**src/design/adcc_consts.svh**
```systemverilog
// Constants for the converter control block: offsets, fields, resets, timing.
// Assumes inclusion by bare name from the package and design modules.
`ifndef ADCC_CONSTS_SVH
`define ADCC_CONSTS_SVH

// ****************************************
// Register byte offsets
// ****************************************
`define ADCC_OFF_CTRL0     8'h00
`define ADCC_OFF_CTRL1     8'h04
`define ADCC_OFF_PINEN     8'h08
`define ADCC_OFF_RESLO     8'h0c
`define ADCC_OFF_RESHI     8'h10
`define ADCC_OFF_IRQSTAT   8'h14
`define ADCC_OFF_IRQCLR    8'h18
`define ADCC_OFF_IRQEN     8'h1c
`define ADCC_OFF_PORTDIR   8'h20
`define ADCC_OFF_PULLHI    8'h24

// ****************************************
// Field positions
// ****************************************
`define ADCC_C0_CHLO_LSB   0
`define ADCC_C0_POWOFF     5
`define ADCC_C0_BUSY       6
`define ADCC_C0_START      7
`define ADCC_C1_CLKDIV_LSB 0
`define ADCC_C1_REFSEL     3
`define ADCC_C1_CHHI       4
`define ADCC_IE_CONV       0
`define ADCC_IE_GLOBAL     1

// ****************************************
// Reset values
// ****************************************
`define ADCC_RST_CTRL0     8'h60
`define ADCC_RST_CTRL1     8'h00
`define ADCC_RST_PINEN     4'h0
`define ADCC_RST_PORTDIR   4'hf
`define ADCC_RST_PULLHI    4'h0

// ****************************************
// Timing
// ****************************************
`define ADCC_CONV_CLOCKS   5'h10
`define ADCC_DIV_UNDEF     3'h7

`endif

```
**src/design/adcc_pkg.sv**
```systemverilog
// Types shared by the converter control design files.
// Assumes adcc_consts.svh sits on the include path.
`include "adcc_consts.svh"

package adcc_pkg;
  typedef logic [2:0]  adcc_div_t;
  typedef logic [11:0] adcc_result_t;
  typedef enum logic [1:0] {ADCC_IDLE, ADCC_ARMED, ADCC_CONV} adcc_state_e;
endpackage

```
**src/design/adcc_top.sv**
```systemverilog
// Converter control block: AXI4-Lite registers, pin muxing, conversion timing.
// Assumes a converter core that presents a 12-bit sample when asked.
//
// Implementation choices: the address map and the AXI4-Lite slave port.
`timescale 1ns/1ps
`default_nettype none
`include "adcc_consts.svh"

module adcc_top
  import adcc_pkg::*;
#(
  parameter int NPINS = 4
)(
  input  wire logic                  ref_clk,
  input  wire logic                  reset_n,
  input  wire logic [7:0]            s_axi_awaddr,
  input  wire logic                  s_axi_awvalid,
  output logic                       s_axi_awready,
  input  wire logic [31:0]           s_axi_wdata,
  input  wire logic [3:0]            s_axi_wstrb,
  input  wire logic                  s_axi_wvalid,
  output logic                       s_axi_wready,
  output logic [1:0]                 s_axi_bresp,
  output logic                       s_axi_bvalid,
  input  wire logic                  s_axi_bready,
  input  wire logic [7:0]            s_axi_araddr,
  input  wire logic                  s_axi_arvalid,
  output logic                       s_axi_arready,
  output logic [31:0]                s_axi_rdata,
  output logic [1:0]                 s_axi_rresp,
  output logic                       s_axi_rvalid,
  input  wire logic                  s_axi_rready,
  input  wire adcc_pkg::adcc_result_t coreResult,
  output logic                       corePowerOn,
  output logic                       coreReset,
  output logic                       coreSample,
  output logic [2:0]                 coreChannel,
  output logic                       refFromPin,
  output logic [NPINS-1:0]           pinAnalog,
  output logic [NPINS-1:0]           pinDigitalEn,
  output logic [NPINS-1:0]           pinOutEn,
  output logic [NPINS-1:0]           pinPullHigh,
  output logic                       irq
);
  import adcc_pkg::*;

  // ****************************************
  // Register state
  // ****************************************
  logic [7:0]       ctrl0_q;
  logic [7:0]       ctrl1_q;
  logic [NPINS-1:0] pinEn_q;
  logic [NPINS-1:0] portDir_q;
  logic [NPINS-1:0] pullHi_q;
  adcc_result_t     result_q;
  logic             irqFlag_q;
  logic [1:0]       irqEn_q;
  logic             busy_q;
  adcc_state_e      state_q;
  logic [4:0]       tickCnt_q;
  logic             startPrev_q;

  logic        awHeld_q;
  logic        wHeld_q;
  logic [7:0]  awAddr_q;
  logic [31:0] wData_q;
  logic [3:0]  wStrb_q;
  logic        bValid_q;
  logic        bErr_q;
  logic        rValid_q;
  logic [31:0] rData_q;
  logic        rErr_q;

  logic        wrFire;
  logic        wrHit;
  logic [7:0]  wByte;
  logic        startBit;
  logic        powerOff;
  logic        convTick;
  logic        convDone;
  logic        rdHit;
  logic [31:0] rdWord;

  // ****************************************
  // AXI4-Lite write channel
  // ****************************************
  // Address and data are latched independently so either may arrive first.
  assign s_axi_awready = !awHeld_q && !bValid_q;
  assign s_axi_wready  = !wHeld_q && !bValid_q;
  assign wrFire        = awHeld_q && wHeld_q && !bValid_q;
  assign wByte         = wData_q[7:0];
  assign s_axi_bvalid  = bValid_q;
  assign s_axi_bresp   = bErr_q ? 2'h2 : 2'h0;

  always_ff @(posedge ref_clk or negedge reset_n) begin
    if (!reset_n) begin
      awHeld_q <= 1'b0;
      awAddr_q <= 8'h00;
    end else if (s_axi_awvalid && s_axi_awready) begin
      awHeld_q <= 1'b1;
      awAddr_q <= s_axi_awaddr;
    end else if (wrFire) begin
      awHeld_q <= 1'b0;
    end
  end

  always_ff @(posedge ref_clk or negedge reset_n) begin
    if (!reset_n) begin
      wHeld_q <= 1'b0;
      wData_q <= 32'h0000_0000;
      wStrb_q <= 4'h0;
    end else if (s_axi_wvalid && s_axi_wready) begin
      wHeld_q <= 1'b1;
      wData_q <= s_axi_wdata;
      wStrb_q <= s_axi_wstrb;
    end else if (wrFire) begin
      wHeld_q <= 1'b0;
    end
  end

  always_comb begin
    unique case (awAddr_q)
      `ADCC_OFF_CTRL0, `ADCC_OFF_CTRL1, `ADCC_OFF_PINEN, `ADCC_OFF_RESLO,
      `ADCC_OFF_RESHI, `ADCC_OFF_IRQSTAT, `ADCC_OFF_IRQCLR, `ADCC_OFF_IRQEN,
      `ADCC_OFF_PORTDIR, `ADCC_OFF_PULLHI: wrHit = 1'b1;
      default: wrHit = 1'b0;
    endcase
  end

  always_ff @(posedge ref_clk or negedge reset_n) begin
    if (!reset_n) begin
      bValid_q <= 1'b0;
      bErr_q   <= 1'b0;
    end else if (wrFire) begin
      bValid_q <= 1'b1;
      bErr_q   <= !wrHit;
    end else if (s_axi_bready) begin
      bValid_q <= 1'b0;
    end
  end

  // ****************************************
  // Control registers
  // ****************************************
  // Only byte lane 0 carries register bits; other lanes are ignored.
  function automatic logic wrTo(input logic [7:0] off);
    wrTo = wrFire && awAddr_q == off && wStrb_q[0];
  endfunction

  always_ff @(posedge ref_clk or negedge reset_n) begin
    if (!reset_n) begin
      ctrl0_q <= `ADCC_RST_CTRL0;
    end else if (wrTo(`ADCC_OFF_CTRL0)) begin
      ctrl0_q <= {wByte[7], 1'b0, wByte[5:0]};
    end
  end

  always_ff @(posedge ref_clk or negedge reset_n) begin
    if (!reset_n) begin
      ctrl1_q <= `ADCC_RST_CTRL1;
    end else if (wrTo(`ADCC_OFF_CTRL1)) begin
      ctrl1_q <= wByte;
    end
  end

  always_ff @(posedge ref_clk or negedge reset_n) begin
    if (!reset_n) begin
      pinEn_q   <= NPINS'(`ADCC_RST_PINEN);
      portDir_q <= NPINS'(`ADCC_RST_PORTDIR);
      pullHi_q  <= NPINS'(`ADCC_RST_PULLHI);
      irqEn_q   <= 2'h0;
    end else begin
      if (wrTo(`ADCC_OFF_PINEN)) begin
        pinEn_q <= wByte[NPINS-1:0];
      end
      if (wrTo(`ADCC_OFF_PORTDIR)) begin
        portDir_q <= wByte[NPINS-1:0];
      end
      if (wrTo(`ADCC_OFF_PULLHI)) begin
        pullHi_q <= wByte[NPINS-1:0];
      end
      if (wrTo(`ADCC_OFF_IRQEN)) begin
        irqEn_q <= wByte[1:0];
      end
    end
  end

  assign startBit = ctrl0_q[`ADCC_C0_START];
  assign powerOff = ctrl0_q[`ADCC_C0_POWOFF];

  // ****************************************
  // Pin and converter steering
  // ****************************************
  // Port direction 1 means input; analog pins are forced to input.
  assign pinAnalog    = pinEn_q;
  assign pinDigitalEn = ~pinEn_q;
  assign pinOutEn     = ~portDir_q & ~pinEn_q;
  assign pinPullHigh  = pullHi_q & ~pinEn_q;
  assign refFromPin   = ctrl1_q[`ADCC_C1_REFSEL];
  assign coreChannel  = {ctrl1_q[`ADCC_C1_CHHI],
                         ctrl0_q[`ADCC_C0_CHLO_LSB+1:`ADCC_C0_CHLO_LSB]};
  assign corePowerOn  = !powerOff;
  assign coreReset    = powerOff || (state_q == ADCC_ARMED);

  // ****************************************
  // Conversion sequencer
  // ****************************************
  adcc_clock_div u_div (
    .ref_clk (ref_clk),
    .reset_n (reset_n),
    .divSel  (ctrl1_q[`ADCC_C1_CLKDIV_LSB+2:`ADCC_C1_CLKDIV_LSB]),
    .run     (state_q == ADCC_CONV),
    .tick    (convTick)
  );

  // Power-off or a fresh start in the final cycle cancels the completion.
  assign convDone   = !powerOff && !startBit && state_q == ADCC_CONV && convTick
                      && tickCnt_q == `ADCC_CONV_CLOCKS - 5'h01;
  assign coreSample = convDone;

  always_ff @(posedge ref_clk or negedge reset_n) begin
    if (!reset_n) begin
      startPrev_q <= 1'b0;
    end else begin
      startPrev_q <= startBit;
    end
  end

  // A rising start arms and resets; the falling edge launches the count.
  always_ff @(posedge ref_clk or negedge reset_n) begin
    if (!reset_n) begin
      state_q   <= ADCC_IDLE;
      tickCnt_q <= 5'h00;
      busy_q    <= 1'b0;
    end else if (powerOff) begin
      state_q   <= ADCC_IDLE;
      tickCnt_q <= 5'h00;
      busy_q    <= 1'b0;
    end else if (startBit && !startPrev_q) begin
      state_q   <= ADCC_ARMED;
      tickCnt_q <= 5'h00;
      busy_q    <= 1'b1;
    end else begin
      unique case (state_q)
        ADCC_IDLE: begin
          tickCnt_q <= 5'h00;
        end
        ADCC_ARMED: begin
          if (!startBit) begin
            state_q <= ADCC_CONV;
          end
        end
        ADCC_CONV: begin
          if (convDone) begin
            state_q <= ADCC_IDLE;
            busy_q  <= 1'b0;
          end else if (convTick) begin
            tickCnt_q <= tickCnt_q + 5'h01;
          end
        end
      endcase
    end
  end

  always_ff @(posedge ref_clk or negedge reset_n) begin
    if (!reset_n) begin
      result_q <= 12'h000;
    end else if (convDone) begin
      result_q <= coreResult;
    end
  end

  // ****************************************
  // Interrupt
  // ****************************************
  // Set wins over a clear in the same cycle so no completion is lost.
  always_ff @(posedge ref_clk or negedge reset_n) begin
    if (!reset_n) begin
      irqFlag_q <= 1'b0;
    end else if (convDone) begin
      irqFlag_q <= 1'b1;
    end else if (wrTo(`ADCC_OFF_IRQCLR) && wByte[0]) begin
      irqFlag_q <= 1'b0;
    end
  end

  assign irq = irqFlag_q && irqEn_q[`ADCC_IE_CONV] && irqEn_q[`ADCC_IE_GLOBAL];

  // ****************************************
  // AXI4-Lite read channel
  // ****************************************
  always_comb begin
    rdHit  = 1'b1;
    rdWord = 32'h0000_0000;
    unique case (s_axi_araddr)
      `ADCC_OFF_CTRL0:   rdWord[7:0] = {ctrl0_q[7], busy_q, ctrl0_q[5:0]};
      `ADCC_OFF_CTRL1:   rdWord[7:0] = ctrl1_q;
      `ADCC_OFF_PINEN:   rdWord[NPINS-1:0] = pinEn_q;
      `ADCC_OFF_RESLO:   rdWord[7:0] = result_q[7:0];
      `ADCC_OFF_RESHI:   rdWord[3:0] = result_q[11:8];
      `ADCC_OFF_IRQSTAT: rdWord[0] = irqFlag_q;
      `ADCC_OFF_IRQCLR:  rdWord = 32'h0000_0000;
      `ADCC_OFF_IRQEN:   rdWord[1:0] = irqEn_q;
      `ADCC_OFF_PORTDIR: rdWord[NPINS-1:0] = portDir_q;
      `ADCC_OFF_PULLHI:  rdWord[NPINS-1:0] = pullHi_q;
      default:           rdHit = 1'b0;
    endcase
  end

  assign s_axi_arready = !rValid_q;
  assign s_axi_rvalid  = rValid_q;
  assign s_axi_rdata   = rData_q;
  assign s_axi_rresp   = rErr_q ? 2'h2 : 2'h0;

  always_ff @(posedge ref_clk or negedge reset_n) begin
    if (!reset_n) begin
      rValid_q <= 1'b0;
      rData_q  <= 32'h0000_0000;
      rErr_q   <= 1'b0;
    end else if (s_axi_arvalid && !rValid_q) begin
      rValid_q <= 1'b1;
      rData_q  <= rdWord;
      rErr_q   <= !rdHit;
    end else if (s_axi_rready) begin
      rValid_q <= 1'b0;
    end
  end
endmodule

`default_nettype wire

```
**src/design/adcc_clock_div.sv**
```systemverilog
// Converter clock tick generator from the system clock.
// Assumes one clock domain; the tick is a one-cycle enable pulse.
`timescale 1ns/1ps
`default_nettype none
`include "adcc_consts.svh"

module adcc_clock_div
  import adcc_pkg::*;
(
  input  wire logic              ref_clk,
  input  wire logic              reset_n,
  input  wire adcc_pkg::adcc_div_t divSel,
  input  wire logic              run,
  output logic                   tick
);
  import adcc_pkg::*;

  logic [5:0] cnt_q;
  logic [5:0] limit;

  // ****************************************
  // Divider
  // ****************************************
  // Codes 000..110 give divide by 1..64; 111 is undefined and stops ticking.
  always_comb begin
    limit = 6'((7'h01 << divSel) - 7'h01);
  end

  always_ff @(posedge ref_clk or negedge reset_n) begin
    if (!reset_n) begin
      cnt_q <= 6'h00;
    end else if (!run || cnt_q == limit) begin
      cnt_q <= 6'h00;
    end else begin
      cnt_q <= cnt_q + 6'h01;
    end
  end

  assign tick = run && (divSel != `ADCC_DIV_UNDEF) && (cnt_q == limit);
endmodule

`default_nettype wire

```
**config.mk**
```make
export PLATFORM = sky130hd
export DESIGN_NAME = adcc_top
export DESIGN_NICKNAME = d
export VERILOG_FILES = /design/src/design/adcc_pkg.sv /design/src/design/adcc_top.sv /design/src/design/adcc_clock_div.sv
export VERILOG_INCLUDE_DIRS = /design/src /design/src/design
export SDC_FILE = /design/constraint.sdc
export NUM_CORES = 1
export LEC_CHECK = 0
export BUFFER_PORTS_ARGS = -buffer_cell sky130_fd_sc_hd__buf_2
export CAP_MARGIN = 0
export CORE_ASPECT_RATIO = 1.4
export CORE_MARGIN = 1
export CORE_UTILIZATION = 47
export CTS_CLUSTER_SIZE = 16
export DETAILED_ROUTE_END_ITERATION = 16
export PLACE_DENSITY = 0.77
export SYNTH_ARGS = -nofsm -noshare
export SYNTH_HDL_FRONTEND = slang
export SYNTH_SLANG_ARGS = --single-unit
```
**constraint.sdc**
```tcl
create_clock -name ref_clk -period 2.8 [get_ports ref_clk]
set_input_delay 0.42 -clock ref_clk [delete_from_list [all_inputs] [get_ports ref_clk]]
set_output_delay 0.42 -clock ref_clk [all_outputs]
set_load 0.02 [all_outputs]
```
==> results of run 1 <==
==> logic make-up after synthesis <==
logic type | synth area share, %
xor gates and xnor gates | 1.335
other | 0.08167
DFF | 48.09
AOI/OAI and AO/OA | 8.720
buffers and inverters | 8.447
and+or+nand+nor | 14.82
adders and majority gates | 1.090
muxes | 17.41
==> cell usage after synthesis (5+ instances only) <==
cell / count
clkbuf_1: 14
nor3_1: 7
dfstp_2: 5
xnor2_1: 6
mux2_2: 51
dfrtp_1: 83
nor2_1: 27
nor4_1: 5
mux2_4: 6
mux2i_1: 9
a21oi_1: 6
buf_4: 31
o21ai_0: 25
nor2b_1: 7
nand2_1: 29
inv_1: 15
nand3_1: 13
nand2b_1: 8
==> layout by cell type, fill, tap and decap left out, types with 4 or more instances in the layout <==
| master | count |
|---|---|
| a22o_1 | 4 |
| nor2_1 | 27 |
| buf_2 | 80 |
| o21ai_0 | 25 |
| nor2b_1 | 7 |
| inv_1 | 15 |
| nor4_1 | 5 |
| or4_1 | 4 |
| nand2b_1 | 8 |
| nand2_1 | 29 |
| xnor2_1 | 5 |
| mux2_4 | 6 |
| clkbuf_16 | 9 |
| mux2_2 | 51 |
| dfstp_2 | 5 |
| buf_4 | 19 |
| nor3_1 | 7 |
| mux2i_1 | 8 |
| nand3_1 | 13 |
| a21oi_1 | 6 |
| or2_2 | 4 |
| dfrtp_1 | 83 |
| conb_1 | 26 |
==> power by group <==
part	total [mW]	internal [mW]	switching [mW]
registers	1.81	1.53	0.276
clock network	1.32	0.793	0.526
logic	1.37	0.620	0.749
total	4.50	2.95	1.55
==> path summary, 6_finish.rpt <==
check / from / endpoint / slack, ns
worst max-delay path: ctrl1_q[1] / coreSample / -0.10
worst min-delay path: reset_n / result_q[10] / 0.03
worst max register to register: ctrl1_q[1] / result_q[5] / 0.04
worst min register to register: s_axi_rdata[6] / s_axi_rdata[6] / 0.50
max in group asynchronous: reset_n / portDir_q[1] / 2.05
min in group ref_clk: s_axi_bready / s_axi_bvalid / 0.24
==> sequential cells by signal (all words and copies together), names as in the netlist, 5 cells and up <==
name	cells
u_div.cnt_q	6
result_q	12
awAddr_q	8
ctrl1_q	8
ctrl0_q	7
tickCnt_q	5
wData_q	8
s_axi_rdata	8
==> what timing repair did <==
action | CTS | global route
endpoints found under the hold margin | 0 | 0
pin swaps | 5 | 3
setup buffers | 4 | 3
setup endpoints to repair | 3 | 14
resized for setup | 8 | 5
==> final cells by class <==
class	instances	share of cell area [%]
multi-input cells	292	39.36
clock buffers	9	4.119
clock inverters	7	1.876
well taps	110	2.517
inverters	15	1.030
flip-flops and latches	88	40.39
repair buffers	102	10.71
==> per-layer routing <==
layer,GRT usage (%),up-vias,share of wire (%),wire length [um]
li1,-,1609,-,-
met3,4.366,26,4.8,491
met2,33.90,147,50,5145
met5,0,-,0,0
met1,23.84,1692,42,4285
met4,12.81,0,3.5,362
==> impl_results.md, run 1 <==
- Status: finished, violations left
- Failing checks: setup timing
- Nets@finish: 583
- Clock buffer depth: 2
- Post-route minimum period: 2.900 ns
- Worst Tran Pin Value: 0.9028 ns
- Slowest cell on the critical path: dfrtp_1
- Setup-failing EPs final: 1
- Clock slew at reported path FFs: 0.07 ns
- Fin crit share: 103.6%
- CTS tree: yes
- Fillers: 776
- Avg Inst Size Synth: 10.91 um^2
- Pwr Density: 822.3 nW/um^2
- Critical path depth: 8
- Top-area cell type share of the netlist area: 45.23%
- Later-pin clock latency in the skew report: 0.35 ns
- Total Routing Usage GR: 20.44%
- Yosys warns: 0
- Pleak: 2.568 nW
- Number of remaining DRC errors: 0
- Share of post-route cells with drive strength above 1: 38.79%
- CORE AREA: 9459 um^2
- First-pass GRT wire length: 16,170 um
- Worst EP required: 2.38 ns
- Netlist Area Pre-Place: 4592 um^2
- Die Y: 119.0 um
- Initial antenna violation count: 0
- Max VDD drop: 0.4988 mV
- Routed vias: 3,474
- H-tree Lvls: 3
- Initial core utilization: 48.54%
- Worst Slack Setup Final: -0.1002 ns
- Asr flop ratio synth: 100.0%
- Hold violation count in the final report: 0
- Worst min path class: input port to async pin
- Sink Count: 88
- CTS buffer count: 9
- Cell Chain, Critical Path: or3_4 > ha_4 > nor4b_4 > a31oi_2 > a31o_4 > nor4_4 > buf_4 > buf_6
- Worst slack at placement: 0.01277 ns
- Largest net degree at the start of global routing: 52
- Worst path arrival time: 2.48 ns
- Synth Register Bits: 88
- CP Capture Type: output pin
- Clock root buffer: clkbuf_16
- Seq/Total Area, Yosys: 48.09%
- Multi-input logic area: 2152 um^2
- FF+latch area: 2208 um^2
- Initial DRT Pass Iterations: 6
- Crit path max-delay family: simple AND/OR/NAND/NOR gates
- Max-slew headroom: 39.30%
- Non-filler cells, final: 623
- CP max FO: 5
- Finished Core Util: 57.80%
- Startpoint types: register
- Buf/Inv on CP: 2
- Port bufs: 82
- Design Power: 4.496 mW
- Fmax: 0.3448 GHz
- Final Cell Area: 5468 um^2
- Antenna viol nets, final: 0
- Top FF cell, synth: dfrtp_1
- Critical path class: register to output pin
- Die width: 85.54 um
- Post-Syn Instances: 421
- Max-slew violations: 0
- RSZ-0062 raised after global routing: yes
- Synth cell types: 55
- Final GP Congestion: 0.8274
- CP peak stage delay: 0.40 ns
- Number of global-route vias before repair: 3,415
- Post-synth EDFFs: 0
- Antenna cells: 0
- Register-to-Register Path Depth: 10
- Maxcap violations: 0
- 1st-iter DRT viols: 238
- Post-DP HPWL: 7063 um
- I/O pins: 136
- Die ar.: 10,170 um^2
- Area Growth Syn to Fin: 19.07%
- WL final: 10,280 um
- Synth area leaders: dfrtp_1, mux2_2, buf_4
- Wire per inst: 16.51 um
- Synth area leader: dfrtp_1
- Clock skew: 0.008939 ns
- Placed Area: 5015 um^2
- DP Cell Count: 600
- Cell Rows: 42
- Hold Buf Count CTS: 0
- Gr ovfl total: 0
- Vias per cell: 5.576
- Min Hold Slack: 0.03150 ns
- TNS Setup: -0.1002 ns
(Power assumes the default switching activity.)
==> inputs of run 2 (changes only) <==
SYNTH_HIERARCHICAL = 1   (was unset)
==> impl_results.md, run 2 <==
- Pleak: 2.470 nW
- Synth cell types: 57
- FF+latch area: 2208 um^2
- Synth area leader: dfrtp_1
- Multi-input logic area: 2076 um^2
- Startpoint types: register
- Post-DP HPWL: 7319 um
- First-pass GRT wire length: 16,280 um
- Max reg flops: 12
- WL final: 10,010 um
- Cell with the most instances after synthesis: dfrtp_1
- CP max FO: 9
- CP peak stage delay: 0.47 ns
- Area Growth Syn to Fin: 15.04%
- Worst EP required: 2.38 ns
- Fmax: 0.3744 GHz
- Clock buffer depth: 2
- Top FF cell, synth: dfrtp_1
- Die width: 85.08 um
- Sink Count: 88
- Commonest non-fill, non-tap cell in the layout: dfrtp_1
- CTS buffer count: 9
- Post-Syn Instances: 407
- Hold violation count in the final report: 0
- Clock root buffer: clkbuf_16
- Netlist Area Pre-Place: 4542 um^2
- Status: finished clean
- Worst Tran Pin Value: 0.6969 ns
- Synth Register Bits: 88
- Slowest cell on the critical path: dfrtp_1
- Port bufs: 82
- Final GP Congestion: 0.8797
- Register with the most flip-flops: result_q
- Commonest non-fill, non-tap cells in the layout: dfrtp_1, buf_2, mux2_2, nand2_1, conb_1
- Total Routing Usage GR: 20.89%
- Synth area leaders: dfrtp_1, mux2_2, buf_4
- Nets@finish: 557
- Setup-failing EPs final: 0
- Metal1 wirelength: 4038 um
- Die ar.: 10,070 um^2
- Fillers: 791
- Critical path class: register to output pin
- Initial DRT Pass Iterations: 4
- Worst min path class: input port to async pin
- CORE AREA: 9407 um^2
- RSZ-0062 raised after global routing: no
- Seq/Total Area, Yosys: 48.62%
- Max VDD drop: 0.6381 mV
- Maxcap violations: 0
- CP Capture Type: output pin
- Vias per cell: 5.664
- Post-route minimum period: 2.671 ns
- CTS resizes: 0
- H-tree Lvls: 3
- I/O pins: 136
- Avg Inst Size Synth: 11.16 um^2
- WL met2: 5110 um
- Gr ovfl total: 0
- Max-slew headroom: 53.54%
- Hold Buf Count CTS: 0
- Cell Chain, Critical Path: nor4_1 > a31oi_1 > a32oi_4 > and3_1 > nand4_1 > inv_1 > buf_2
- Initial core utilization: 48.28%
- Initial antenna violation count: 0
- Min Hold Slack: 0.1292 ns
- Fin crit share: 95.38%
- Largest net degree at the start of global routing: 56
- Top post-synthesis cells by count: dfrtp_1, mux2_2, buf_4
- Worst path arrival time: 2.25 ns
- TNS Setup: 0 ns
- Clock slew at reported path FFs: 0.06 ns
- Antenna cells: 0
- Highest metal used: met4
- Asr flop ratio synth: 100.0%
- Number of global-route vias before repair: 3,330
- Top-area cell type share of the netlist area: 45.73%
- Yosys warns: 6
- Post-synth EDFFs: 0
- Routed vias: 3,387
- Number of remaining DRC errors: 0
- Routed length on met3: 566 um
- Max-slew violations: 0
- Cell Rows: 42
- 1st-iter DRT viols: 298
- Antenna viol nets, final: 0
- Later-pin clock latency in the skew report: 0.34 ns
- Share of post-route cells with drive strength above 1: 35.25%
- Pwr Density: 776.2 nW/um^2
- Die Y: 118.3 um
- Buffer count from post-CTS setup fixing: 0
- Clock skew: 0.009435 ns
- Wire per inst: 16.74 um
- CTS tree: yes
-- run 2: kinds of logic after synthesis --
logic type | Yosys count | synth area share [%]
and+or+nand+nor | 120 | 14.33
DFF | 88 | 48.62
xor gates and xnor gates | 4 | 0.7715
muxes | 71 | 18.29
AOI/OAI and AO/OA | 60 | 9.229
other | 1 | 0.08257
buffers and inverters | 60 | 7.851
adders and majority gates | 3 | 0.8265
-- run 2: per-stage QoR --
step | cell area (um^2) | cells | utilization, % | power, mW | worst slack (ns)
5_1_grt | 5225 | 598 | 55.55 | 4.253 | 0.002940
2_1_floorplan | 4636 | 432 | - | 2.578 | 0.4619
3_3_place_gp | 4921 | 582 | 52.31 | 2.820 | 0.3451
3_5_place_dp | 4921 | 582 | 52.31 | 2.875 | 0.2399
6_report | 5225 | 598 | 55.55 | 4.056 | 0.1293
4_1_cts | 5220 | 598 | 55.49 | 4.077 | 0.1168
-- run 2: worst max-delay path: cells and delay by family (launching register included) --
family	cells	cell delay [ns]
AND/OR/NAND/NOR	3	0.66
AO/OA/AOI/OAI	2	0.51
flip-flops	1	0.47
buffers and inverters	2	0.27
-- run 2: area by class of cell --
cell class	instances	area share, %
clock buffer	11	4.646
inverter	15	1.078
clock inverter	5	1.078
tap	110	2.634
multi-input combinational	284	39.73
timing repair buffer	85	8.573
sequential	88	42.27
-- run 2: final timing paths --
path                                  endpoint  slack (ns)  depth (start not counted)           start
max in group asynchronous           ctrl0_q[5]        1.99                          2         reset_n
worst min register to register  s_axi_rdata[3]        0.48                          1  s_axi_rdata[3]
min in group ref_clk              s_axi_bvalid        0.25                          2    s_axi_bready
worst max register to register    tickCnt_q[3]        0.23                          8      ctrl1_q[0]
worst min-delay path               pullHi_q[3]        0.13                          1         reset_n
worst max-delay path                coreSample        0.13                          7      ctrl1_q[0]
-- run 2: per-layer routing --
metal,track usage [%],vias up
met1,24.79,1641
li1,-,1559
met4,10.38,0
met3,4.050,29
met2,35.79,158
met5,0,-
-- run 2: power by group --
part	leakage (nW)	switching (mW)	total (mW)	internal, mW
logic	1.20	0.562	1.02	0.460
registers	1.12	0.290	1.83	1.54
clock network	0.145	0.487	1.20	0.714
